### src/verilog/spm_pkg.sv
// Purpose: Shared constants and state type of the serial peripheral port
// Assumes: APB slave with 32-bit data, one aligned word per register
// Notes:   Control bits live in the low byte; upper bits read as zero
package spm_pkg;

    // ****************************************************************
    // Register map
    // ****************************************************************
    localparam logic [11:0] CTRL0_OFFSET = 12'h000;
    localparam logic [11:0] CTRL1_OFFSET = 12'h004;
    localparam logic [11:0] DATA_OFFSET  = 12'h008;

    // Field positions, port_control_0
    localparam int C0_MODE_LSB = 5;
    localparam int C0_EN_BIT   = 1;
    localparam int C0_ICF_BIT  = 0;
    // Field positions, port_control_1
    localparam int C1_POL_BIT  = 5;
    localparam int C1_EDGE_BIT = 4;
    localparam int C1_MSB_BIT  = 3;
    localparam int C1_CSEN_BIT = 2;
    localparam int C1_WCOL_BIT = 1;
    localparam int C1_TRF_BIT  = 0;

    // Reset values
    localparam logic [7:0] CTRL0_RESET = 8'h00;
    localparam logic [7:0] CTRL1_RESET = 8'h00;
    localparam logic [7:0] DATA_RESET  = 8'h00;

    // ****************************************************************
    // Timing and framing
    // ****************************************************************
    // Shortest master half period in pclk cycles; grows 4x per step
    localparam logic [7:0] HALF_BASE   = 8'h02;
    localparam logic [3:0] LAST_BIT    = 4'h7;
    localparam logic [4:0] LAST_EDGE   = 5'h0F;
    // Mode field values with the top bit set select slave operation
    localparam int         MODE_SLAVE_BIT = 2;

    // ****************************************************************
    // Whole state of the port
    // ****************************************************************
    typedef struct packed {
        logic [2:0]  mode;
        logic        en;
        logic        icf;
        logic        pol;
        logic        edge_sel;
        logic        msb;
        logic        csen;
        logic        wcol;
        logic        trf;
        logic [7:0]  data;
        logic [7:0]  tx;
        logic [7:0]  rx;
        logic [3:0]  bits;
        logic [4:0]  edges;
        logic [7:0]  div;
        logic        run;
        logic        have_cap;
        logic [2:0]  s1;
        logic [2:0]  s2;
        logic        sck_last;
        logic [31:0] prdata;
        logic        pready;
        logic        pslverr;
        logic        irq;
        logic        sck_o;
        logic        sck_oe;
        logic        sdo_o;
        logic        sdo_oe;
        logic        cs_o;
        logic        cs_oe;
    } spm_state_type;

endpackage : spm_pkg

### src/verilog/spm_port.sv
// Purpose: Four-line synchronous serial port, master or slave, APB slave
// Assumes: pclk far faster than the link clock; pins pass two flip-flops
// Notes:   Operation
// Operation
// - Data write during a transfer sets the write collision flag
// - Such a write is discarded; the shifting byte stays unchanged
// - Collision flag stays set until software clears it
// - Completion flag set at transfer end, held until software clears
// - Set completion flag drives the interrupt request output
// - Master and enabled: data write starts a full-duplex transfer
// - Slave: external clock edges shift data out and in
// - Select goes active before the first clock; slave data ready then
// - Port keeps working in idle states while its clock runs
// - Enabled with select enabled and idle: input floats, output high; a deselected slave here releases the output instead
// - Idle master clock sits at idle polarity; slave clock floats
// - Port disabled: all four lines released
// - Master makes the clock; slave takes it only from the master
// - Select pin enable decides whether select controls the port
// - Received bits build in a buffer, copied whole into data register
// - Both ends must use the same bit order
// - Every transfer uses select, clock, input and output lines; here select goes unused while select enable is clear
// - Slave deselected mid-byte sets incomplete and completion flags
// - Polarity and edge select choose idle level and capture edge
// - Bit order select: 1 gives MSB first, 0 LSB first
//
// Design decisions made here: the APB slave port and the register offsets.
`timescale 1ns/1ps

module spm_port (
    input  wire logic        pclk,
    input  wire logic        presetn,
    input  wire logic        psel,
    input  wire logic        penable,
    input  wire logic        pwrite,
    input  wire logic [11:0] paddr,
    input  wire logic [31:0] pwdata,
    output logic      [31:0] prdata,
    output logic             pready,
    output logic             pslverr,
    output logic             irq,
    input  wire logic        sck_i,
    output logic             sck_o,
    output logic             sck_oe,
    input  wire logic        sdi_i,
    output logic             sdo_o,
    output logic             sdo_oe,
    input  wire logic        cs_n_i,
    output logic             cs_n_o,
    output logic             cs_n_oe
);

    // ****************************************************************
    // State and decode
    // ****************************************************************
    spm_pkg::spm_state_type state_reg;
    spm_pkg::spm_state_type state_next;

    logic       slave;
    logic       sel;
    logic       busy;
    logic       acc;
    logic       take;
    logic       hit;
    logic       ev;
    logic       lvl;
    logic       cap;
    logic [7:0] half;
    logic [7:0] rx_new;
    logic [31:0] rd_mux;

    // Register read image; unimplemented bits read zero
    always_comb begin
        unique case (paddr)
            spm_pkg::CTRL0_OFFSET: rd_mux = {24'h000000, state_reg.mode,
                3'h0, state_reg.en, state_reg.icf};
            spm_pkg::CTRL1_OFFSET: rd_mux = {24'h000000, 2'h0,
                state_reg.pol, state_reg.edge_sel, state_reg.msb,
                state_reg.csen, state_reg.wcol, state_reg.trf};
            spm_pkg::DATA_OFFSET:  rd_mux = {24'h000000, state_reg.data};
            default:               rd_mux = 32'h00000000;
        endcase
    end

    // ****************************************************************
    // Next-state logic
    // ****************************************************************
    always_comb begin
        state_next = state_reg;
        // Pins cross into pclk through two flops; only s2 is read
        state_next.s1       = {cs_n_i, sdi_i, sck_i};
        state_next.s2       = state_reg.s1;
        state_next.sck_last = state_reg.s2[0];

        slave = state_reg.mode[spm_pkg::MODE_SLAVE_BIT];
        // Without select enable the slave is always addressed
        sel   = state_reg.csen ? !state_reg.s2[2] : 1'b1;
        busy  = state_reg.run | (state_reg.bits != 4'h0);
        half  = spm_pkg::HALF_BASE << {state_reg.mode[1:0], 1'b0};

        // APB: one wait state so read data comes from a flop
        acc  = psel & penable;
        take = acc & state_reg.pready;
        hit  = (paddr == spm_pkg::CTRL0_OFFSET) |
               (paddr == spm_pkg::CTRL1_OFFSET) |
               (paddr == spm_pkg::DATA_OFFSET);
        state_next.pready = acc & !state_reg.pready;
        if (acc && !state_reg.pready) begin
            state_next.prdata  = rd_mux;
            state_next.pslverr = !hit;
        end

        // Register writes; hardware sets below override a clear
        if (take && pwrite) begin
            unique case (paddr)
                spm_pkg::CTRL0_OFFSET: begin
                    state_next.mode = pwdata[spm_pkg::C0_MODE_LSB +: 3];
                    state_next.en   = pwdata[spm_pkg::C0_EN_BIT];
                    // Writing this flag alone never sets completion
                    state_next.icf  = pwdata[spm_pkg::C0_ICF_BIT];
                end
                spm_pkg::CTRL1_OFFSET: begin
                    state_next.pol      = pwdata[spm_pkg::C1_POL_BIT];
                    state_next.edge_sel = pwdata[spm_pkg::C1_EDGE_BIT];
                    state_next.msb      = pwdata[spm_pkg::C1_MSB_BIT];
                    state_next.csen     = pwdata[spm_pkg::C1_CSEN_BIT];
                    state_next.wcol     = pwdata[spm_pkg::C1_WCOL_BIT];
                    state_next.trf      = pwdata[spm_pkg::C1_TRF_BIT];
                end
                spm_pkg::DATA_OFFSET: begin
                    if (busy) begin
                        // Shifting byte is kept; write is dropped
                        state_next.wcol = 1'b1;
                    end else begin
                        state_next.tx       = pwdata[7:0];
                        state_next.bits     = 4'h0;
                        state_next.have_cap = 1'b0;
                        if (state_reg.en && !slave) begin
                            state_next.run   = 1'b1;
                            state_next.edges = 5'h00;
                            state_next.div   = 8'(half - 8'h01);
                        end
                    end
                end
                default: ;
            endcase
        end

        // Clock edge source: own divider or synchronised pin
        if (slave) begin
            ev  = state_reg.en && sel &&
                  (state_reg.s2[0] != state_reg.sck_last);
            lvl = state_reg.s2[0];
        end else begin
            ev  = state_reg.run && (state_reg.div == 8'h00);
            lvl = !state_reg.sck_o;
        end
        // Capture on rising when polarity equals edge select
        cap = ev && (lvl == (state_reg.pol == state_reg.edge_sel));
        rx_new = state_reg.msb ? {state_reg.rx[6:0], state_reg.s2[1]}
                               : {state_reg.s2[1], state_reg.rx[7:1]};

        // Master divider and edge count
        if (!slave && state_reg.run) begin
            if (state_reg.div == 8'h00) begin
                state_next.div   = 8'(half - 8'h01);
                state_next.sck_o = lvl;
                state_next.edges = 5'(state_reg.edges + 5'h01);
                if (state_reg.edges == spm_pkg::LAST_EDGE) begin
                    state_next.run = 1'b0;
                end
            end else begin
                state_next.div = 8'(state_reg.div - 8'h01);
            end
        end

        // Capture a bit; whole byte lands in data register at once
        if (cap) begin
            state_next.rx       = rx_new;
            state_next.have_cap = 1'b1;
            state_next.bits     = 4'(state_reg.bits + 4'h1);
            if (state_reg.bits == spm_pkg::LAST_BIT) begin
                state_next.data     = rx_new;
                state_next.trf      = 1'b1;
                state_next.bits     = 4'h0;
                state_next.have_cap = 1'b0;
            end
        end else if (ev && state_reg.have_cap) begin
            // Advance output only after a capture, so either phase works
            state_next.tx = state_reg.msb ? {state_reg.tx[6:0], 1'b0}
                                          : {1'b0, state_reg.tx[7:1]};
            state_next.have_cap = 1'b0;
        end

        // Master pulled select away mid-byte
        if (slave && state_reg.en && state_reg.csen && state_reg.s2[2] &&
            state_reg.bits != 4'h0) begin
            state_next.icf      = 1'b1;
            state_next.trf      = 1'b1;
            state_next.bits     = 4'h0;
            state_next.have_cap = 1'b0;
        end

        // Disabled port drops any transfer in flight
        if (!state_next.en) begin
            state_next.run      = 1'b0;
            state_next.bits     = 4'h0;
            state_next.have_cap = 1'b0;
        end
        if (!state_next.run) begin
            state_next.sck_o = !state_next.pol;
        end

        // Pin drives, registered; no gating here needs pclk stopping
        state_next.sck_oe = state_next.en &&
            !state_next.mode[spm_pkg::MODE_SLAVE_BIT];
        state_next.sdo_oe = state_next.en &&
            (!state_next.mode[spm_pkg::MODE_SLAVE_BIT] || sel);
        // Last bit is held one cycle past the final edge for hold time
        state_next.sdo_o  = (state_next.run || state_reg.run ||
            state_next.bits != 4'h0 ||
            (slave && state_reg.csen && !state_reg.s2[2])) ?
            (state_next.msb ? state_next.tx[7] : state_next.tx[0])
            : 1'b1;
        state_next.cs_oe  = state_next.en && state_next.csen &&
            !state_next.mode[spm_pkg::MODE_SLAVE_BIT];
        // Select falls with run, a half period before the first edge, and
        // rises a cycle after the last one so the far end keeps that bit
        state_next.cs_o   = !(state_next.run || state_reg.run);
        state_next.irq    = state_next.trf;
    end

    // ****************************************************************
    // State register
    // ****************************************************************
    // Runs on pclk alone, so idle modes keep it working while pclk runs
    always_ff @(posedge pclk or negedge presetn) begin
        if (!presetn) begin
            state_reg <= '0;
        end else begin
            state_reg <= state_next;
        end
    end

    // Outputs straight from the state flops
    assign prdata  = state_reg.prdata;
    assign pready  = state_reg.pready;
    assign pslverr = state_reg.pslverr;
    assign irq     = state_reg.irq;
    assign sck_o   = state_reg.sck_o;
    assign sck_oe  = state_reg.sck_oe;
    assign sdo_o   = state_reg.sdo_o;
    assign sdo_oe  = state_reg.sdo_oe;
    assign cs_n_o  = state_reg.cs_o;
    assign cs_n_oe = state_reg.cs_oe;

endmodule : spm_port
### config.mk
export PLATFORM = sky130hd
export DESIGN_NAME = spm_port
export DESIGN_NICKNAME = d
export VERILOG_FILES = /design/src/verilog/spm_pkg.sv /design/src/verilog/spm_port.sv
export SDC_FILE = /design/constraint.sdc
export NUM_CORES = 1
export LEC_CHECK = 0
export BUFFER_PORTS_ARGS = -buffer_cell sky130_fd_sc_hd__buf_2
export CORE_ASPECT_RATIO = 0.6
export CORE_MARGIN = 2
export CORE_UTILIZATION = 50
export DETAILED_ROUTE_END_ITERATION = 12
export PLACE_DENSITY = 0.78
export SETUP_SLACK_MARGIN = 0.02
export SLEW_MARGIN = 20
export SYNTH_ARGS = -nofsm -noshare
export SYNTH_HDL_FRONTEND = slang
export SYNTH_SLANG_ARGS = --single-unit
### constraint.sdc
create_clock -name pclk -period 2.4 [get_ports pclk]
set_input_delay 0.72 -clock pclk [delete_from_list [all_inputs] [get_ports pclk]]
set_output_delay 0.72 -clock pclk [all_outputs]
set_load 0.02 [all_outputs]
==> qor.csv, run 1 <==
metric,value,unit
# DRC,0,
PortBufs,44,
drt pass-1 iters,5,
largest family of logic cells by synthesized area,simple AND/OR/NAND/NOR gates,
pin count of the biggest net entering global routing,41,
CTS tree,done,
cts bufs inserted,9,
GRT Overall Usage,21.79,%
diodes inserted,0,
DP HPWL,6794,um
sequential fraction of the synthesis area,47.30,%
Final #Nets,527,
PwrDens,732.9,nW/um2
Root Buffer,clkbuf_16,
Final Hold Fails,0,
Total Neg Setup Slack,0,ps
clock latency on the worst-skew pair,340,ps
leak pwr,2.140,nW
share of the synthesized area in the top cell type,47.30,%
Core ar.,7883,um2
Achievable Freq,0.4432,GHz
CP cell instances,buf_2 -> or4_4 -> nor4_4 -> buf_4 -> a21oi_2 -> inv_2 -> o211ai_2 -> o31ai_2 -> o211ai_2,
Mapped Area,4074,um2
routed wire length,9120,um
top post-synthesis cells by area,"dfrtp_1 47%, buf_4 5.9%, mux2i_1 5.4%",
routed vias,3134,
area grow syn2layout,15.69,%
Least-Margin Pin Slew,643.3,ps
"Top FF cell, synth",dfrtp_1,
CP Data Arrival Time,2470,ps
Worst path max stage delay,550,ps
leading area contributor after synthesis,dfrtp_1,
vias per cell,5.394,
Clock transition at path regs,60,ps
worst setup slack after layout,143.7,ps
asr flop ratio synth,100.0,%
mux contribution to synthesized area,7.064,%
cell family with most CP delay,simple AND/OR/NAND/NOR gates,
worst hold slack,337.4,ps
antenna-violating nets left,0,
vias in the first global route,2931,
GRT overflow,0,
CTS sink cnt,77,
Peak VDD IR,388.1,uV
Syn Area/Cell,9.936,um2
CP Max Fanout,4,
Netlist cell types,55,
Cell Rows,25,
simple-gate share of the synthesized area,18.34,%
initial antenna violation count,0,
dpl ws,-199.1,ps
max FFs per register,55,
status,"complete, no violations",
first-pass GRT wire length,14640,um
htree depth,3,
Cells after Synth,410,
Clock Tree Buf Depth,2,
Worst setup EP type,flop,
GP Congestion,0.8316,
CP startpoint kind,primary input,
commonest cells in the netlist,"77 x dfrtp_1, 42 x nor2_1, 39 x a21oi_1",
clk_skew,6.325,ps
Buf/Inv on CP,3,
Worst path most repeated cell,o211ai_2,
Post-synth EDFFs,0,
Crit path required time,2620,ps
RSZ-0062 raised after global routing,false,
Post-CTS Hold Buffers,0,
initial core utilization,51.68,%
launching point of the worst reg2reg path,state_reg[50]$_DFFE_PN0P_,
MaxCap Viol Count,0,
"count leader, synth",dfrtp_1,
crit path from,paddr[5],
routed length per instance,15.70,um
critical path's slowest cell,or4_4,
fin crit period,2256,ps
compound-cell area share of the yosys netlist,14.86,%
Die H,73.92,um
io pins,93,
adder-cell area share of the yosys netlist,2.150,%
final non-filler cell area,4713,um2
Worst Hold Class,in -> async,
initial drt markers,232,
placed inst area,4423,um2
Crit Path Class,in -> reg,
register bit total from synthesis,77,
Die Span X,120.5,um
max-slew violation count,0,
Die ar.,8910,um2
final setup fails,0,
share of cells above drive strength 1,24.10,%
Post-Synth XOR/XNOR Area,1.290,%
Final period util,94.01,%
Rel. slew slack,56.96,%
synth warn,0,
[through the flow]
stage / std cells / utilization, % / total power [mW]
floorplan: 433 / - / 2.020
global placement: 565 / 56.11 / 2.137
detailed placement: 565 / 56.11 / 2.178
CTS: 581 / 59.73 / 3.474
global route: 581 / 59.79 / 3.616
finish: 581 / 59.79 / 3.454
[where the power goes]
group          internal (mW)  total, mW  switching [mW]
sequential              1.43       1.56           0.131
clock                  0.715       1.29           0.571
combinational          0.253      0.611           0.358
[final timing paths]
kind                                           endpoint  slack (ps)  cells past startpoint
worst max-delay path                    sdo_o$_DFF_PN0_         140                      9
worst min-delay path                   pready$_DFF_PN0_         340                      1
worst max register to register  state_reg[66]$_DFF_PN0_         210                      7
worst min register to register  state_reg[43]$_DFF_PN0_         360                      0
max in group asynchronous       state_reg[65]$_DFF_PN0_        1480                      2
min in group pclk               state_reg[43]$_DFF_PN0_         360                      0
[cells by family (layout without fill, tap and decap cells)]
kind of cell / after synthesis / count (layout)
adders and majority gates: 7 / 7
AOI/OAI and AO/OA: 95 / 95
xor gates and xnor gates: 6 / 6
muxes: 28 / 28
buffers and inverters: 61 / 101
DFF: 77 / 77
and+or+nand+nor: 135 / 135
other: 1 / 24
[metal layers]
| layer | share of wire (%) | wire length [um] | up-vias | track usage, % |
|---|---|---|---|---|
| met1 | 51 | 4607 | 1516 | 32.42 |
| met2 | 42 | 3875 | 92 | 31.39 |
| met5 | 0 | 0 | - | 0 |
| met4 | 1.3 | 121 | 0 | 6.589 |
| li1 | - | - | 1513 | - |
| met3 | 5.6 | 515 | 13 | 5.745 |
[final cells by class]
cell class | count | area (um2)
fill | 661 | 3169
clock buffer | 9 | 225.2
sequential | 77 | 1927
timing repair buffer | 71 | 437.9
multi-input combinational | 295 | 1876
tap | 108 | 135.1
clock inverter | 7 | 60.06
inverter | 14 | 52.55
[worst reg2reg max path: stages, from the launching register on]
cell	delay, ps
dfrtp_1	380
inv_1	120
ha_1	170
nor3b_2	230
nand3_2	130
a211o_1	430
or4_1	510
a21oi_1	150
[cells in the final DEF, fill, tap and decap left out, drive strengths merged, types with 3 or more instances in the layout]
cell type	instances
a21oi	40
o21ai	23
a22oi	4
conb	24
o211ai	4
nor3	5
a211o	3
nand2	31
buf	71
clkbuf	9
xor2	3
nor2	43
a32oi	3
nor2b	10
mux2i	22
a211oi	8
clkinv	5
mux2	6
xnor2	3
ha	7
nand3	12
and3	4
nand3b	3
dfrtp	77
inv	16
nor4	5
nand4	6
or4	5
nor3b	3
[what timing repair did]
| item | 4_1_cts | 5_1_grt |
|---|---|---|
| resized for setup | 0 | 1 |
| setup buffers | 0 | 0 |
| setup endpoints to repair | 0 | 4 |
(Power assumes the default switching activity.)
==> run 2: changes to the inputs <==
- CORE_ASPECT_RATIO: 0.6 -> unset
- MAX_ROUTING_LAYER: unset -> met4
==> qor.csv, run 2 (synthesis results as in run 1) <==
metric,value,unit
fin crit period,2260,ps
Reg area,1927,um2
vias per cell,5.394,
diodes inserted,0,
Final period util,94.15,%
Least-Margin Pin Slew,556.7,ps
Core ar.,7807,um2
status,"complete, no violations",
Logic pwr share,19.6,%
initial drt markers,197,
initial antenna violation count,0,
antenna-violating nets left,0,
sw frac,30.95,%
Die H,94.27,um
CP Data Arrival Time,2530,ps
area grow syn2layout,14.00,%
worst reg-to-reg path cell count,5,
launching point of the worst reg2reg path,state_reg[53]$_DFFE_PN0P_,
RSZ-0062 raised after global routing,false,
internal power,2.151,mW
GRT Overall Usage,21.42,%
area occupied by multi-input gates,1898,um2
htree depth,3,
DP HPWL,6299,um
leak pwr,2.103,nW
CTS sink cnt,77,
# DRC,0,
PwrDens,670.8,nW/um2
sequential share of power,49.6,%
io pins,93,
routed length per instance,15.01,um
vias in the first global route,2978,
routed wire length,8647,um
"leading cell types in the layout, fill and taps excluded","77 x dfrtp_1, 43 x buf_2, 42 x nor2_1",
Achievable Freq,0.4426,GHz
Worst setup EP type,flop,
max FFs per register,55,
clock latency on the worst-skew pair,350,ps
first-pass GRT wire length,14280,um
Clock Tree Buf Depth,2,
GP Congestion,0.8836,
Rel. slew slack,62.75,%
share of cells above drive strength 1,24.89,%
GRT overflow,0,
cts bufs inserted,9,
clock power share,30.8,%
clk_skew,7.591,ps
initial core utilization,52.18,%
Reg2Reg Capture Point,state_reg[66]$_DFF_PN0_,
PortBufs,44,
max-slew violation count,0,
switching pwr,964.3,uW
Crit Path Class,reg -> reg,
Root Buffer,clkbuf_8,
"most common cell after layout, fill and taps aside",dfrtp_1,
MaxCap Viol Count,0,
total chip power,3.115,mW
Worst Hold Class,in -> async,
CP startpoint kind,flop,
Peak VDD IR,335.8,uV
drt pass-1 iters,4,
R2R Setup Slk,140,ps
Final #Nets,528,
Die Span X,94.27,um
Cell Rows,32,
CTS tree,done,
routed vias,3107,
Die ar.,8886,um2
final setup fails,0,
post-layout util,59.49,%
Clock transition at path regs,80,ps
Crit path required time,2670,ps
CP Max Fanout,7,
Final Hold Fails,0,
Filler cells,651,
pin count of the biggest net entering global routing,41,
==> run 2: repair_timing <==
item	4_1_cts	5_1_grt
setup buffers	0	3
hold buffers	0	0
endpoints found under the setup margin	0	10
gates resized for setup	0	6
==> run 2: area by class of cell <==
type,instances,share of cell area [%]
Sequential cell,77,41.49
Timing Repair Buffer,72,9.671
Multi-Input combinational cell,295,40.87
Inverter,14,1.131
Clock buffer,9,2.667
Tap cell,102,2.748
Clock inverter,7,1.428
==> run 2: how the worst max path moves through the flow <==
stage                                   start                 endpoint  depth (start not counted)
floorplan                            paddr[5]          sdo_o$_DFF_PN0_                          7
global placement                     paddr[9]          sdo_o$_DFF_PN0_                          7
detailed placement                   paddr[9]          sdo_o$_DFF_PN0_                          7
CTS                 state_reg[50]$_DFFE_PN0P_  state_reg[66]$_DFF_PN0_                          8
global route        state_reg[50]$_DFFE_PN0P_  state_reg[66]$_DFF_PN0_                          8
finish              state_reg[53]$_DFFE_PN0P_  state_reg[66]$_DFF_PN0_                          5
==> run 2: critical path, cell delays in order (launching register included) <==
cell and delay [ps]:
dfrtp_1 450, nor4_4 490, nand3_4 180, a211o_4 400, or4_4 490, a21oi_2 160
==> run 2: per-layer routing <==
| metal | up-vias | wire (um) | GRT usage, % |
|---|---|---|---|
| met2 | 83 | 4172 | 32.56 |
| li1 | 1503 | - | - |
| met1 | 1510 | 3912 | 28.90 |
| met3 | 11 | 435 | 4.414 |
| met4 | 0 | 127 | 7.126 |
| met5 | - | 0 | - |
==> run 2: power groups by stage <==
stage	combinational (mW)	clock, mW	sequential (mW)
after floorplan	0.469	0	1.55
after global placement	0.567	0	1.56
after detailed placement	0.596	0	1.57
after CTS	0.604	0.982	1.54
after global routing	0.695	1.04	1.56
final	0.612	0.958	1.55
==> run 2: stage by stage <==
| stage | hold slack, ps | cells | instance area [um2] | setup WS [ps] | TNS [ps] |
|---|---|---|---|---|---|
| final | 339.4 | 576 | 4644 | 140.4 | 0 |
| after global routing | 353.7 | 576 | 4644 | 18.59 | 0 |
| after CTS | 342.5 | 573 | 4591 | 78.32 | 0 |
| after detailed placement | 334.7 | 557 | 4400 | -197.5 | -1928 |
| after global placement | 332.6 | 557 | 4400 | -195.9 | -1618 |
| after floorplan | 331.2 | 433 | 4160 | -37.69 | -37.69 |
==> run 3: changes to the inputs <==
- clock period: 2.4 -> 2.25 ns (I/O delays scaled with it)
==> qor.csv, run 3 (synthesis results as in run 1) <==
metric,value,unit
max FFs per register,55,
diodes inserted,0,
RSZ-0062 raised after global routing,false,
leak pwr,2.183,nW
area grow syn2layout,18.21,%
# DRC,0,
Peak VDD IR,314.1,uV
Clock Tree Buf Depth,2,
routed length per instance,15.70,um
htree depth,3,
placed inst area,4482,um2
Least-Margin Pin Slew,545.3,ps
Non-Filler Instances,586,
initial drt markers,190,
antenna-violating nets left,0,
routed vias,3243,
Die ar.,8886,um2
Root Buffer,clkbuf_8,
clk_skew,9.568,ps
GP Congestion,0.8796,
worst setup slack after layout,79.13,ps
PwrDens,720.6,nW/um2
io pins,93,
"most common cell after layout, fill and taps aside",dfrtp_1,
CTS sink cnt,77,
cts bufs inserted,9,
first-pass GRT wire length,14680,um
total chip power,3.470,mW
Die Span X,94.27,um
initial core utilization,52.18,%
drt pass-1 iters,5,
MaxCap Viol Count,0,
fin crit period,2171,ps
Cell Rows,32,
DP HPWL,6661,um
vias in the first global route,3127,
Clock transition at path regs,80,ps
CP Max Fanout,4,
pin count of the biggest net entering global routing,34,
PortBufs,44,
GRT overflow,0,
final setup fails,0,
CP startpoint kind,primary input,
dpl cells,565,
Die H,94.27,um
GRT Overall Usage,22.01,%
"leading cell types in the layout, fill and taps excluded","77 x dfrtp_1, 41 x nor2_1, 40 x buf_2",
dpl ws,-287.7,ps
CP Data Arrival Time,2400,ps
Crit Path Class,in -> reg,
final non-filler cell area,4816,um2
CTS tree,done,
Worst setup EP type,flop,
Final period util,96.48,%
Core ar.,7807,um2
routed wire length,9199,um
Rel. slew slack,63.51,%
clock latency on the worst-skew pair,360,ps
max-slew violation count,0,
Final Hold Fails,0,
Crit path required time,2480,ps
Achievable Freq,0.4606,GHz
Final #Nets,538,
initial antenna violation count,0,
share of cells above drive strength 1,26.45,%
status,"complete, no violations",
Filler cells,648,
Worst Hold Class,in -> async,
vias per cell,5.534,
==> run 3: changes by cell type in the layout (fill, tap and decap cells not counted), sizes merged <==
| cell | delta |
|---|---|
| clkbuf | +5 |
| clkinv | -4 |
| buf | +9 |
==> run 3: worst max-delay path, stage by stage <==
cell and delay [ps]:
buf_6 100, or4_4 540, nor4_4 270, buf_4 190
a21oi_4 70, inv_2 80, o211ai_2 90, o31ai_2 270
o211ai_2 120
==> run 3: path summary, 6_finish.rpt <==
path                       cells past startpoint  slack, ps                 endpoint                      start
min                                            1        210    prdata[1]$_DFFE_PN0P_                    presetn
min reg2reg                                    0        350  state_reg[43]$_DFF_PN0_   state_next[43]$_DFF_PN0_
max in group asynchronous                      2       1440  state_reg[66]$_DFF_PN0_                    presetn
min in group pclk                              0        350  state_reg[43]$_DFF_PN0_   state_next[43]$_DFF_PN0_
max reg2reg                                    8        100  state_reg[66]$_DFF_PN0_  state_reg[51]$_DFFE_PN0P_
max                                            9         80          sdo_o$_DFF_PN0_                   paddr[0]
==> run 3: routing by layer <==
layer / routed length (um) / vias to the layer above / global-route usage [%]
met5: 0 / - / -
met4: 195 / 0 / 7.367
met3: 455 / 23 / 5.538
met2: 4546 / 95 / 35.18
met1: 4001 / 1595 / 27.54
li1: - / 1530 / -
==> run 3: area by class of cell <==
cell class / instances / area [um2] / area share (%)
sequential: 77 / 1927 / 40.01
inverter: 14 / 52.55 / 1.091
timing repair buffer: 82 / 576.8 / 11.98
multi-input combinational: 295 / 1921 / 39.88
clock inverter: 3 / 42.54 / 0.8833
clock buffer: 13 / 168.9 / 3.507
tap: 102 / 127.6 / 2.650
==> run 3: per-stage QoR <==
| stage | utilization, % | setup TNS (ps) | hold WS [ps] |
|---|---|---|---|
| CTS | 60.11 | 0 | 207.8 |
| detailed placement | 57.40 | -3893 | 335.6 |
| floorplan | - | -326.6 | 331.2 |
| global route | 61.68 | 0 | 220.0 |
| global placement | 57.40 | -3291 | 332.3 |
| finish | 61.68 | 0 | 205.2 |
==> run 3: timing repair <==
item	CTS	global route
setup endpoints to repair	0	24
gates resized for setup	0	15
buffers inserted	0	4
hold buffers	0	0
==> run 3: where the power goes <==
part	leakage [nW]	switching, mW	internal, mW
Clock	0.106	0.513	0.602
Sequential	0.916	0.130	1.52
Combinational	1.16	0.398	0.309
Total	2.18	1.04	2.43
